**src/rtl/dcd_cal_pkg.sv**
```systemverilog
/*
 * constants of the divider calibration configuration bank: register
 * indices, field positions, reset values, coefficient tables.
 * assumes a 32-bit AXI4-Lite register bus, one word per register.
 */
package dcd_cal_pkg;
   // ==========================================================
   // register map (index, byte address is four times the index)
   localparam int          ADDR_W       = 6;
   localparam logic [3:0]  CFG_INDEX    = 4'h0;
   localparam logic [3:0]  STATUS_INDEX = 4'h1;
   localparam logic [31:0] CFG_RESET    = 32'h800A_9800;
   localparam logic [31:0] CFG_WMASK    = 32'hFBFF_FF30;
   // ==========================================================
   // configuration fields
   localparam int GAIN_LO     = 27;
   localparam int RSVD_BIT    = 26;
   localparam int SPARE_BIT   = 25;
   localparam int SLOW_EN_BIT = 24;
   localparam int FL_SEL_LO   = 22;
   localparam int FL_BIT      = 21;
   localparam int DECI_LO     = 16;
   localparam int ROBUST_BIT  = 15;
   localparam int WRAP_LO     = 13;
   localparam int LPF_LO      = 8;
   localparam int HOLD_BIT    = 5;
   localparam int INT_BIT     = 4;
   // ==========================================================
   // status fields
   localparam int ST_SLOW_BIT    = 0;
   localparam int ST_FAST_BIT    = 1;
   localparam int ST_STARTUP_BIT = 2;
   localparam int ST_WRAP_BIT    = 3;
   localparam int ST_DELAY_BIT   = 4;
   // ==========================================================
   // coefficients and limits
   localparam logic [4:0] FL_COEF0  = 5'h0B;
   localparam logic [4:0] DECI_MAX  = 5'h0A;
   localparam logic [4:0] LPF_MAX   = 5'h18;
   localparam logic [8:0] WRAP_SPAN = 9'h022;
   localparam logic [8:0] WRAP_T1   = 9'h011;
   localparam logic [8:0] WRAP_T2   = 9'h00C;
   localparam logic [1:0] RESP_OKAY   = 2'h0;
   localparam logic [1:0] RESP_DECERR = 2'h3;
   typedef enum logic [1:0] {WRAP_NEAREST, WRAP_ABOVE17, WRAP_ABOVE12, WRAP_SPARE} wrap_mode_t;
endpackage

```
**src/rtl/dcd_cal_config.sv**
```systemverilog
/*
 * divider calibration configuration register with AXI4-Lite slave,
 * slow-filter sequencing, fast-lock coefficient choice, phase-wrap test.
 * assumes engine inputs synchronous to ref_clk; one clock domain.
 */
// Added by the designer: the AXI4-Lite register port and the placing of the registers.
// Contract
// gain shift field 31:27, reset 0x10, drives slow-filter gain.
// slow mode starts only after slow-start delay following accel end.
// software keeps slow enable clear when integer or holdover set.
// fast-lock select codes 0..3 give coefficients 0x0B..0x0E.
// fast-lock bit replaces normal coefficient with fast-lock coefficient.
// fast lock forced during the accelerated fast-lock window.
// software sets fast-lock bit only for manual fast lock.
// device forces fast lock at startup before clocks enable.
// decimator field 20:16, reset 0xA, at most ten.
// bit 15 enables robust transient state decoding, reset one.
// bits 14:13 pick wrap test: nearest by 34, above 17, above 12.
// software leaves wrap selection at zero normally.
// normal coefficient field 12:8, reset 0x18, at most 24.
// bit 25 stored spare without effect; bit 26 reads zero.
// one slow update rate shared by every divider.
// integer-mode bit 4 forces correction output to zero.
// holdover bit 5 holds calibration in holdover.
// fields read back last written value or reset value.
`timescale 1ns/1ps
module dcd_cal_config
(
   // clock and reset
   input  wire logic        ref_clk,
   input  wire logic        rst,
   // axi4-lite write
   input  wire logic        awvalid,
   output logic             awready,
   input  wire logic [5:0]  awaddr,
   input  wire logic        wvalid,
   output logic             wready,
   input  wire logic [31:0] wdata,
   input  wire logic [3:0]  wstrb,
   output logic             bvalid,
   input  wire logic        bready,
   output logic [1:0]       bresp,
   // axi4-lite read
   input  wire logic        arvalid,
   output logic             arready,
   input  wire logic [5:0]  araddr,
   output logic             rvalid,
   input  wire logic        rready,
   output logic [31:0]      rdata,
   output logic [1:0]       rresp,
   // calibration engine
   input  wire logic        accelActive,
   input  wire logic        accelFlWindow,
   input  wire logic        startupCalDone,
   input  wire logic [15:0] slowStartDelay,
   input  wire logic [7:0]  slowRateCfg,
   input  wire logic [14:0] correctionIn,
   input  wire logic [7:0]  groDelta,
   // configuration out
   output logic [4:0]       gainShift,
   output logic [4:0]       decimCoef,
   output logic [4:0]       lpfCoef,
   output logic             robustGroEn,
   output logic             slowMode,
   output logic [7:0]       slowUpdateRate,
   output logic             fastLockActive,
   output logic             calHold,
   output logic             clocksEnable,
   output logic [14:0]      correctionOut,
   output logic             phaseWrapped
);
   typedef enum logic [1:0] {SLOW_WAIT, SLOW_DELAY, SLOW_ARMED} slow_state_t;

   logic [31:0] cfg;
   logic [31:0] next_cfg;
   logic [31:0] status;
   logic [31:0] readWord;
   logic        awHeld;
   logic        wHeld;
   logic [5:0]  awAddrHeld;
   logic [31:0] wDataHeld;
   logic [3:0]  wStrbHeld;
   logic        cfgHit;
   logic        readOk;
   logic        accelPrev;
   logic        startupDone;
   logic        delayStart;
   logic        delayRunning;
   logic        delayDone;
   logic        flNow;
   logic [4:0]  coefNow;
   logic        wrapNow;
   slow_state_t slowState;

   // ==========================================================
   // bus handshake
   assign awready = !awHeld && !bvalid;
   assign wready  = !wHeld && !bvalid;
   assign arready = !rvalid;
   assign cfgHit  = awAddrHeld[5:2] == dcd_cal_pkg::CFG_INDEX;

   always_ff @(posedge ref_clk)
   begin
      if (rst)
      begin
         awHeld     <= 1'b0;
         wHeld      <= 1'b0;
         awAddrHeld <= 6'h00;
         wDataHeld  <= 32'h0000_0000;
         wStrbHeld  <= 4'h0;
         bvalid     <= 1'b0;
         bresp      <= dcd_cal_pkg::RESP_OKAY;
      end
      else
      begin
         if (awvalid && awready)
         begin
            awHeld     <= 1'b1;
            awAddrHeld <= awaddr;
         end
         if (wvalid && wready)
         begin
            wHeld     <= 1'b1;
            wDataHeld <= wdata;
            wStrbHeld <= wstrb;
         end
         if (awHeld && wHeld && !bvalid)
         begin
            awHeld <= 1'b0;
            wHeld  <= 1'b0;
            bvalid <= 1'b1;
            bresp  <= (cfgHit || awAddrHeld[5:2] == dcd_cal_pkg::STATUS_INDEX)
                      ? dcd_cal_pkg::RESP_OKAY : dcd_cal_pkg::RESP_DECERR;
         end
         else if (bvalid && bready)
         begin
            bvalid <= 1'b0;
         end
      end
   end

   // ==========================================================
   // configuration register
   always_comb
   begin
      next_cfg = cfg;
      for (int b = 0; b < 4; b++)
      begin
         if (wStrbHeld[b])
         begin
            next_cfg[8*b +: 8] = wDataHeld[8*b +: 8] & dcd_cal_pkg::CFG_WMASK[8*b +: 8];
         end
      end
   end

   always_ff @(posedge ref_clk)
   begin
      if (rst)
      begin
         cfg <= dcd_cal_pkg::CFG_RESET;
      end
      else if (awHeld && wHeld && !bvalid && cfgHit)
      begin
         cfg <= next_cfg;
      end
   end

   // ==========================================================
   // read path
   always_comb
   begin
      status = 32'h0000_0000;
      status[dcd_cal_pkg::ST_SLOW_BIT]    = slowMode;
      status[dcd_cal_pkg::ST_FAST_BIT]    = fastLockActive;
      status[dcd_cal_pkg::ST_STARTUP_BIT] = startupDone;
      status[dcd_cal_pkg::ST_WRAP_BIT]    = phaseWrapped;
      status[dcd_cal_pkg::ST_DELAY_BIT]   = delayRunning;
      readOk   = 1'b1;
      readWord = 32'h0000_0000;
      if (araddr[5:2] == dcd_cal_pkg::CFG_INDEX)
      begin
         readWord = cfg;
      end
      else if (araddr[5:2] == dcd_cal_pkg::STATUS_INDEX)
      begin
         readWord = status;
      end
      else
      begin
         readOk = 1'b0;
      end
   end

   always_ff @(posedge ref_clk)
   begin
      if (rst)
      begin
         rvalid <= 1'b0;
         rdata  <= 32'h0000_0000;
         rresp  <= dcd_cal_pkg::RESP_OKAY;
      end
      else if (arvalid && arready)
      begin
         rvalid <= 1'b1;
         rdata  <= readWord;
         rresp  <= readOk ? dcd_cal_pkg::RESP_OKAY : dcd_cal_pkg::RESP_DECERR;
      end
      else if (rvalid && rready)
      begin
         rvalid <= 1'b0;
      end
   end

   // ==========================================================
   // startup fast lock and slow-filter sequencing
   always_ff @(posedge ref_clk)
   begin
      if (rst)
      begin
         startupDone  <= 1'b0;
         clocksEnable <= 1'b0;
         accelPrev    <= 1'b0;
      end
      else
      begin
         accelPrev <= accelActive;
         if (startupCalDone)
         begin
            startupDone <= 1'b1;
         end
         clocksEnable <= startupDone;
      end
   end

   assign delayStart = accelPrev && !accelActive && slowState != SLOW_DELAY;

   slow_start_timer u_timer
   (
      .ref_clk (ref_clk),
      .rst     (rst),
      .start   (delayStart),
      .abort   (accelActive),
      .delay   (slowStartDelay),
      .running (delayRunning),
      .done    (delayDone)
   );

   always_ff @(posedge ref_clk)
   begin
      if (rst || accelActive)
      begin
         slowState <= SLOW_WAIT;
      end
      else
      begin
         unique case (slowState)
            SLOW_WAIT:
               if (delayStart)
               begin
                  slowState <= SLOW_DELAY;
               end
            SLOW_DELAY:
               if (delayDone)
               begin
                  slowState <= SLOW_ARMED;
               end
            SLOW_ARMED:
               slowState <= SLOW_ARMED;
         endcase
      end
   end

   // ==========================================================
   // coefficient choice and phase-wrap test
   fast_lock_coef u_coef
   (
      .flSel          (cfg[dcd_cal_pkg::FL_SEL_LO +: 2]),
      .flBit          (cfg[dcd_cal_pkg::FL_BIT]),
      .lpfCfg         (cfg[dcd_cal_pkg::LPF_LO +: 5]),
      .accelFlWindow  (accelFlWindow),
      .startupActive  (!startupDone),
      .fastLockActive (flNow),
      .coef           (coefNow)
   );

   always_comb
   begin
      logic [8:0] d;
      logic [8:0] mag;
      logic [8:0] up;
      logic [8:0] dn;
      d   = {groDelta[7], groDelta};
      mag = d[8] ? 9'(-d) : d;
      up  = 9'(d + dcd_cal_pkg::WRAP_SPAN);
      dn  = 9'(d - dcd_cal_pkg::WRAP_SPAN);
      up  = up[8] ? 9'(-up) : up;
      dn  = dn[8] ? 9'(-dn) : dn;
      unique case (dcd_cal_pkg::wrap_mode_t'(cfg[dcd_cal_pkg::WRAP_LO +: 2]))
         dcd_cal_pkg::WRAP_ABOVE17: wrapNow = mag > dcd_cal_pkg::WRAP_T1;
         dcd_cal_pkg::WRAP_ABOVE12: wrapNow = mag > dcd_cal_pkg::WRAP_T2;
         default:                   wrapNow = (up < mag) || (dn < mag);
      endcase
   end

   // ==========================================================
   // registered outputs to the engine
   always_ff @(posedge ref_clk)
   begin
      if (rst)
      begin
         gainShift      <= dcd_cal_pkg::CFG_RESET[dcd_cal_pkg::GAIN_LO +: 5];
         decimCoef      <= dcd_cal_pkg::DECI_MAX;
         lpfCoef        <= dcd_cal_pkg::LPF_MAX;
         robustGroEn    <= dcd_cal_pkg::CFG_RESET[dcd_cal_pkg::ROBUST_BIT];
         slowMode       <= 1'b0;
         slowUpdateRate <= 8'h00;
         fastLockActive <= 1'b1;
         calHold        <= 1'b0;
         correctionOut  <= 15'h0000;
         phaseWrapped   <= 1'b0;
      end
      else
      begin
         gainShift      <= cfg[dcd_cal_pkg::GAIN_LO +: 5];
         decimCoef      <= (cfg[dcd_cal_pkg::DECI_LO +: 5] > dcd_cal_pkg::DECI_MAX)
                           ? dcd_cal_pkg::DECI_MAX : cfg[dcd_cal_pkg::DECI_LO +: 5];
         lpfCoef        <= coefNow;
         fastLockActive <= flNow;
         robustGroEn    <= cfg[dcd_cal_pkg::ROBUST_BIT];
         slowMode       <= slowState == SLOW_ARMED && cfg[dcd_cal_pkg::SLOW_EN_BIT]
                           && !cfg[dcd_cal_pkg::INT_BIT] && !cfg[dcd_cal_pkg::HOLD_BIT];
         slowUpdateRate <= slowRateCfg;
         calHold        <= cfg[dcd_cal_pkg::HOLD_BIT];
         correctionOut  <= cfg[dcd_cal_pkg::INT_BIT] ? 15'h0000 : correctionIn;
         phaseWrapped   <= wrapNow;
      end
   end
endmodule // dcd_cal_config

```
**src/rtl/fast_lock_coef.sv**
```systemverilog
/*
 * selects the low-pass coefficient: fast-lock table or the normal one.
 * assumes synchronous control levels from the configuration bank.
 */
`timescale 1ns/1ps
module fast_lock_coef
(
   // configuration
   input  wire logic [1:0] flSel,
   input  wire logic       flBit,
   input  wire logic [4:0] lpfCfg,
   // engine state
   input  wire logic       accelFlWindow,
   input  wire logic       startupActive,
   // result
   output logic            fastLockActive,
   output logic [4:0]      coef
);
   always_comb
   begin
      fastLockActive = flBit | accelFlWindow | startupActive;
      if (fastLockActive)
      begin
         coef = dcd_cal_pkg::FL_COEF0 + {3'b000, flSel};
      end
      else if (lpfCfg > dcd_cal_pkg::LPF_MAX)
      begin
         coef = dcd_cal_pkg::LPF_MAX;
      end
      else
      begin
         coef = lpfCfg;
      end
   end
endmodule // fast_lock_coef

```
**src/rtl/slow_start_timer.sv**
```systemverilog
/*
 * counts the slow-start delay after accelerated calibration ends.
 * assumes delay given in reference clock cycles, held during a count.
 */
`timescale 1ns/1ps
module slow_start_timer
(
   // clock and reset
   input  wire logic        ref_clk,
   input  wire logic        rst,
   // control
   input  wire logic        start,
   input  wire logic        abort,
   input  wire logic [15:0] delay,
   // status
   output logic             running,
   output logic             done
);
   logic [15:0] count;

   always_ff @(posedge ref_clk)
   begin
      if (rst || abort)
      begin
         running <= 1'b0;
         done    <= 1'b0;
         count   <= 16'h0000;
      end
      else if (start)
      begin
         running <= 1'b1;
         done    <= 1'b0;
         count   <= 16'h0000;
      end
      else if (running)
      begin
         if (count == delay)
         begin
            running <= 1'b0;
            done    <= 1'b1;
         end
         else
         begin
            count <= count + 16'h0001;
         end
      end
   end
endmodule // slow_start_timer

```
**config.mk**
```make
export PLATFORM = sky130hd
export DESIGN_NAME = dcd_cal_config
export DESIGN_NICKNAME = d
export VERILOG_FILES = /design/src/rtl/dcd_cal_pkg.sv /design/src/rtl/dcd_cal_config.sv /design/src/rtl/fast_lock_coef.sv /design/src/rtl/slow_start_timer.sv
export SDC_FILE = /design/constraint.sdc
export NUM_CORES = 1
export LEC_CHECK = 0
export BUFFER_PORTS_ARGS = -buffer_cell sky130_fd_sc_hd__clkbuf_2
export CAP_MARGIN = 5
export CELL_PAD_IN_SITES_DETAIL_PLACEMENT = 1
export CELL_PAD_IN_SITES_GLOBAL_PLACEMENT = 1
export CORE_ASPECT_RATIO = 1.5
export CORE_MARGIN = 2
export CORE_UTILIZATION = 42
export DETAILED_ROUTE_END_ITERATION = 6
export PLACE_DENSITY = 0.93
export SLEW_MARGIN = 0
export SYNTH_ARGS = -nofsm -noshare
export SYNTH_HDL_FRONTEND = slang
export SYNTH_SLANG_ARGS = --single-unit
```
**constraint.sdc**
```tcl
create_clock -name ref_clk -period 6.1 [get_ports ref_clk]
set_input_delay 0.915 -clock ref_clk [delete_from_list [all_inputs] [get_ports ref_clk]]
set_output_delay 0.915 -clock ref_clk [all_outputs]
set_load 0.01 [all_outputs]
```
==> impl_summary.md, run 1 <==
Placement
Routability-driven placement finished with a final weighted congestion of 0.889. The total of buffers placed on input and output ports is 175. The final HPWL from detailed placement is 14300 microns.

Cells and area
Once layout is complete, the utilization of the core stands at 0.524. Counting the fill cells in the layout gives 1939. The final antenna diode count is 0. In the final layout, the share of cells above drive strength 1 is 0.241. The signed area change from the synthesized netlist to the final layout is 22.6%. The net total in the final layout is 1070.

Critical path
The launching instance or port of the critical path is groDelta[1]. The worst setup path is captured at a register. For the worst setup path, the data required time is 6.41 ns. The signal on the critical path passes through clkbuf_2 -> inv_1 -> ha_1 -> or2_2 -> o21ai_1 -> a22oi_1 -> o31ai_1 -> nand3_1 -> o21ai_0 -> ha_1 -> a2111oi_0 -> o21ai_0 -> o2111a_1 -> nor4_1. Of all nets on the critical path, the largest fanout is 11. The critical path is of the in2reg type. The nature of the critical path startpoint is an input pin. For this run, the slowest stage of the critical path takes 0.34 ns.

On the critical path, the stage with the largest delay is an instance of o31ai_1. The startpoint identified for the worst register-to-register timing path is rvalid$_SDFFE_PP0P_. The data arrival time of the worst path is 3.88 ns.

Drt
The final routed wirelength across all metal layers is 19200 microns. The number of DRC violations after detailed routing is 0. The initial DRC count is 235. The final antenna-violating net count is 0. The routed layout has 6059 vias. In the final routing, the length of wire on met1 measures 7520 microns. The average detailed-routed wire length per instance is 16.7 microns. The number of vias per cell is 5.25. Summed over all nets, wire length on met3 after detailed routing comes to 711 microns. The uppermost metal layer occupied by signal nets is met4. The detailed-routing iteration count for the pre-antenna-repair pass is 4. In the detailed route, the total length drawn on met2 is 10400 microns.

Worst hold path
The startpoint of the tightest hold check path is wDataHeld[29]$_SDFFE_PP0P_. In this run the worst hold path is classified as reg2reg.

Timing
The final-layout worst hold slack is 0.457 ns. The relative slew slack is 0.278. The aggregate negative setup slack is 0 ns. The count of endpoints failing hold in the final timing report is 0. The final max-slew violation count is 0.

Setup repair after global routing left no endpoint under its margin. The routed design could run at a clock period as short as 3.57 ns. For the final database, setup skew stands at 0.00913 ns. The slew of the pin with the lowest slew margin is 1.08 ns. The part of the cycle the worst path needs is 0.585. Setup violations remaining at the end of the flow were counted as 0.

Based on the critical path, the design can be clocked at up to 0.280 GHz.

Pwr
Across the VDD grid, the largest voltage drop is 156 uV. The analysis attributes to cell leakage a power of 3.62 nW. For this design the ratio of total power to cell area is 283 nW/um^2.

Logic synthesis
Yosys attributes the largest share of cell area to dfxtp_1, xnor2_1, ha_1. Summed over all instances, the cell type with the most area after synthesis is dfxtp_1. Synthesis instantiated 58 different standard cells from the library. The number of flops mapped to enable cells by yosys is 0.

The most common flop cell mapped by yosys is dfxtp_1. Averaged over all synthesized cells, the footprint is 8.84 sq um. Synthesis inferred 159 register bits. In the synthesized netlist, the number of instances is 780. The async set-reset flop share out of synthesis is 0.

The netlist area before placement is 6890 sq um. For this run, the register share of the synthesized area comes to 0.462. The number of warnings printed during yosys synthesis is 0. The share of synthesized area in the top cell type comes to 0.462.

Clock network
The total of cells resized after clock tree synthesis is 0. The H-tree was split into 4 levels. The CTS tree is done.

The clock-pin slew reported for the worst setup and hold paths after clock tree synthesis is 0.07 ns. The clock net in this run drives a total of 159 sinks. The root cell of the clock tree is clkbuf_16. The later pin in the worst-skew pair is clocked with a latency of 0.42 ns. The number of buffers added for setup after CTS is 0. Clock tree synthesis inserted a total of 17 buffers. The number of hold buffers added after cts is 0. The number of buffers on the longest clock path is 2.

Outcome
The run finished with clean final reports.

Floorplan
From left edge to right edge, the die measures 109 microns. The floorplan has 57 rows. 190 I/O pins were placed.

The core area is 16100 sq um. The initial cell density of the core is 0.428. The die height is 161 microns. The area of the die is 17500 sq um.

Global route
The first global-routing pass estimated 31300 microns of wire. The number of global-route vias before repair is 6322. The overflow left after global routing is 0. The number of antenna violations at the first check in global routing is 0. The maximum number of pins on one net before global-route repair is 72. For this run, the total global-route usage over all layers was measured as 0.226.

Job
The max-capacitance violation count is 0.
## cell type report
class | count | area (sq um) | share of cell area
flip-flops and latches | 159 | 3180 | 0.377
clock inverters | 14 | 150 | 0.0178
multi-input cells | 554 | 3420 | 0.405
inverters | 25 | 93.8 | 0.0111
clock buffers | 18 | 439 | 0.0520
well taps | 206 | 258 | 0.0305
repair buffers | 179 | 908 | 0.107
## layout by cell type, fill, tap and decap left out, types with 6 or more instances in the layout
master / netlist / final
clkbuf_2: 0 / 174
dfxtp_1: 159 / 159
nor2_1: 91 / 91
nand2_1: 87 / 87
a21oi_1: 57 / 57
xnor2_1: 43 / 43
a22oi_1: 32 / 32
ha_1: 29 / 29
inv_1: 24 / 24
nand3_1: 21 / 21
mux2i_1: 21 / 21
nor2b_1: 20 / 19
and2_1: 18 / 18
nor3_1: 17 / 17
clkbuf_16: 0 / 17
o21ai_0: 11 / 11
a31oi_1: 9 / 9
nor4_1: 9 / 9
nand4_1: 9 / 9
conb_1: 2 / 8
and3_1: 7 / 7
nand2b_1: 6 / 6
## kinds of logic after synthesis
kind of cell,count (synthesis),synth area share
and+or+nand+nor,304,0.210
DFF,159,0.462
AOI/OAI and AO/OA,145,0.138
buffers and inverters,73,0.0457
xor gates and xnor gates,45,0.0572
adders and majority gates,29,0.0526
muxes,23,0.0338
other,2,0.00109
## synthesized netlist by cell type, types with 5 or more instances
library cell and number:
dfxtp_1 159, nor2_1 91, nand2_1 87, a21oi_1 57, xnor2_1 43, a22oi_1 32, clkbuf_1 30, ha_1 29
inv_1 24, mux2i_1 21, nand3_1 21, nor2b_1 20, and2_1 18, nor3_1 17, o21ai_0 11, a31oi_1 9
buf_2 9, nand4_1 9, nor4_1 9, and3_1 7, buf_4 6, nand2b_1 6, a211o_1 5
## report_power, final
group / switching [mW] / leakage (nW) / internal [mW] / total, mW
logic: 0.159 / 2.05 / 0.108 / 0.267
clock network: 0.481 / 0.275 / 0.555 / 1.04
registers: 0.0194 / 1.30 / 1.07 / 1.09
## per-stage QoR
step | instance area (sq um) | cells | power (mW) | worst slack (ns)
after floorplan | 6920 | 786 | 1.28 | 2.63
after global placement | 7860 | 1123 | 1.37 | 2.22
after detailed placement | 7860 | 1123 | 1.38 | 2.12
after CTS | 8450 | 1155 | 2.42 | 2.52
after global routing | 8450 | 1155 | 2.50 | 2.17
final | 8450 | 1155 | 2.39 | 2.53
## path summary, 6_finish.rpt
check                                                   to  slack, ns  cells after the start
worst min register to register  wDataHeld[29]$_SDFFE_PP0P_       0.46                      2
worst min-delay path            wDataHeld[29]$_SDFFE_PP0P_       0.46                      2
worst max register to register      rdata[15]$_SDFFE_PP0P_       3.78                      6
worst max-delay path               phaseWrapped$_SDFF_PP0_       2.53                     14
## worst max-delay path, delay by kind of cell
family | cells | cell delay (ns)
and+or+nand+nor | 3 | 0.64
AOI/OAI and AO/OA | 7 | 1.32
adders and majority gates | 2 | 0.60
buffers and inverters | 2 | 0.41
## registers in the layout (all words and copies together), names as in the netlist, 4 cells and up
register,flops
decimCoef,5
gainShift,5
correctionOut,15
u_timer.count,16
rdata,29
slowUpdateRate,8
wDataHeld,25
lpfCoef,5
cfg,25
awAddrHeld,4
wStrbHeld,4
## routing by layer
layer,up-vias,GRT usage
li1,2965,-
met1,2904,0.247
met2,150,0.417
met3,40,0.0414
met4,0,0.0962
met5,-,0
Power figures use the tool's default switching activity.
==> run 2: changes to the inputs <==
--- a/config.mk
+++ b/config.mk
@@ -11,9 +11,9 @@
 export CELL_PAD_IN_SITES_GLOBAL_PLACEMENT = 1
 export CORE_ASPECT_RATIO = 1.5
 export CORE_MARGIN = 2
-export CORE_UTILIZATION = 42
+export CORE_UTILIZATION = 39
 export DETAILED_ROUTE_END_ITERATION = 6
-export PLACE_DENSITY = 0.93
+export PLACE_DENSITY = 0.87
 export SLEW_MARGIN = 0
 export SYNTH_ARGS = -nofsm -noshare
 export SYNTH_HDL_FRONTEND = slang
==> constraint.sdc (replaced) <==
create_clock -name ref_clk -period 3.6 [get_ports ref_clk]
set_input_delay 0.54 -clock ref_clk [delete_from_list [all_inputs] [get_ports ref_clk]]
set_output_delay 0.54 -clock ref_clk [all_outputs]
set_load 0.01 [all_outputs]
==> run 2 against run 1 <==
  * Clock power is 72% higher
  * First-iteration DRC count decreased by 12%
  * Non-clock buffer count is 9 higher
  * Utilization is 3.3 points lower
  * Power rose by 71%
  * Via count shrank 0.33%
==> impl_summary.md, run 2 (same netlist as run 1, synthesis figures left out) <==
Cells and area
The area growth from synthesis to layout is 23.7%. In the layout the commonest cells are clkbuf_2, dfxtp_1, nor2_1. The filler-free cell count of the finished design was 1171 (+1.4%). The fraction of final layout cells with drive strength greater than 1 came to 0.247 (+0.00608). The post-route cell area is 8530 sq um (+0.89%).

The final antenna diode count is 0 (unchanged). Leaving out fill and tap cells, the most frequent cell in the layout is clkbuf_2. The register name with the most flops is rdata. The count of fill cells added during filler insertion is 2084 (+7.5%). The core occupancy in the finished layout came to 0.492 (-0.0329). The net total in the final layout is 1079 (+0.84%).

The largest registers in the layout are rdata x29, cfg x25, wDataHeld x25. The flip-flop count of the largest register after layout came to 29 (unchanged).

Timing
The minimum setup slack in the final design came to 0.682 ns (-1.85 ns). The maximum frequency from static timing analysis is 0.343 GHz. The final max-slew violation count is 0 (unchanged). The relative slew slack is 0.298 (+0.0206). The clock skew is 0.00814 ns (-0.000989 ns). The part of the cycle the worst path needs is 0.810.

The slew of the pin with the lowest slew margin was 1.05 ns (-0.0260 ns). The aggregate negative setup slack came to 0 ns (unchanged). The count of endpoints failing hold in the final timing report came to 0 (unchanged). Setup repair after global routing left no endpoint under its margin. The number of endpoints failing setup at the final stage is 0 (unchanged). The final-layout worst hold slack was 0.296 ns (-0.162 ns).

The minimum clock period after layout is 2.92 ns.

Floorplan
The die height is 167 microns (+3.7%). The horizontal die dimension was 113 microns (+3.6%). The initial cell density of the core came to 0.397 (-0.0303).

The area of the die came to 18800 sq um (+7.4%). The number of top-level pins came to 190 (unchanged). The core area is 17300 sq um (+7.6%).

The count of standard-cell rows is 59 (+3.5%).

Clock network
The number of buffers inserted during clock tree synthesis is 17 (unchanged). The number of buffers on the longest clock path is 2 (unchanged). The H-tree depth reported by CTS is 4 (unchanged). TritonCTS built the clock tree.

The total of cells resized after clock tree synthesis is 0 (unchanged). The clock sink count is 159 (unchanged). The number of hold buffers added after cts is 0 (unchanged). The number of buffers added for setup after CTS is 0 (unchanged). The clock-pin slew reported for the worst setup and hold paths after clock tree synthesis came to 0.07 ns (about the same).

The clock latency of the later-clocked register in the worst-skew pair is 0.42 ns (about the same). The root cell of the clock tree is clkbuf_16.

Global route
The number of global-route vias before repair is 6468 (+2.3%). The maximum number of pins on one net before global-route repair is 48 (-33%). The wire length of the first global-routing pass is 32300 microns (+3.2%). The overflow left after global routing is 0 (unchanged). The overall fraction of global-route tracks in use was 0.210 (-0.0157). The number of antenna violations at the first check in global routing is 0 (unchanged).

Critical path
The data arrival time of the worst path is 3.24 ns (-0.64 ns). STA classifies the critical path startpoint as an input pin. The delay of the slowest critical-path stage is 0.41 ns (+0.07 ns). For this design, the slowest cell found on the critical path is ha_1. The required time at the worst-slack endpoint is 3.92 ns (-2.49 ns). STA classifies the critical path endpoint as a register. The worst path buffer plus inverter count is 2 (unchanged).

The kind of cell with the highest combined delay along the critical path is compound AO/OA/AOI/OAI gates. The largest fanout on the critical path came to 7 (-4). Traced cell by cell, the critical path runs through clkbuf_2 -> inv_1 -> ha_1 -> nand2b_1 -> o21ai_0 -> mux2_2 -> ha_1 -> a21oi_1 -> nand2_1 -> a41oi_1 -> o21ai_0 -> o2111a_1 -> nor4_1.

The startpoint-to-endpoint class of the critical path is in2reg.

Drt
The number of vias per cell is 5.16 (-1.7%). The detailed-routing iteration count for the pre-antenna-repair pass came to 4 (unchanged). The final antenna-violating net count is 0 (unchanged). The average detailed-routed wire length per instance came to 16.7 microns (+0.30%).

The number of DRC violations after detailed routing is 0 (unchanged). The count of vias placed by the detailed router was 6039 (-0.33%). The initial DRC count was 206 (-12%). The final routed wirelength across all metal layers was 19600 microns (+1.7%).

Pwr
The static leakage is 3.68 nW (+1.5%). The maximum VDD drop is 288 uV (+85%). The power per standard cell area came to 480 nW/um^2 (+69%). The overall power after layout came to 4.09 mW (+71%).

Placement
The pre-CTS worst setup slack is 0.231 ns (-1.89 ns). The final estimated routing congestion in global placement is 0.919 (+3.3%). The post-place instance area is 7940 sq um (+0.97%). The total of buffers placed on input and output ports came to 175 (unchanged). The final HPWL from detailed placement was 14700 microns (+3.0%).

The instance count after placement with tap cells included was 1139 (+1.4%).

Outcome
The run finished with clean final reports.

Job
The max-capacitance violation count is 0 (unchanged).

Worst hold path
The min-delay analysis places its worst path in the category in2reg.
## run 2: final timing paths
path                                 to  cells after the start                        from  slack (ns)
max             phaseWrapped$_SDFF_PP0_                     13                 groDelta[2]        0.68
min                 rvalid$_SDFFE_PP0P_                      2                      rready        0.30
max reg2reg        cfg[12]$_SDFFE_PP1P_                      5         bvalid$_SDFFE_PP0P_        1.27
min reg2reg  wDataHeld[13]$_SDFFE_PP0P_                      2  wDataHeld[13]$_SDFFE_PP0P_        0.46
## run 2: metal layers
metal / share of wire / global-route usage / vias up / wire length, microns
li1: - / - / 2991 / -
met1: 0.38 / 0.218 / 2869 / 7490
met2: 0.54 / 0.399 / 139 / 10700
met3: 0.041 / 0.0459 / 40 / 802
met4: 0.032 / 0.0891 / 0 / 622
met5: 0 / 0 / - / 0
## run 2: area by class of cell
type                            instances  area, sq um  share of cell area
Clock buffer                           19          443              0.0519
Clock inverter                         13          145              0.0170
Tap cell                              213          267              0.0313
Timing Repair Buffer                  188          976               0.114
Sequential cell                       159         3180               0.373
Multi-Input combinational cell        554         3420               0.401
Inverter                               25         93.8              0.0110
## run 2: power breakdown
part,internal (mW),total (mW),switching (mW),leakage (nW)
sequential,1.81,1.85,0.0320,1.30
combinational,0.188,0.457,0.269,2.09
clock,1.00,1.79,0.788,0.287
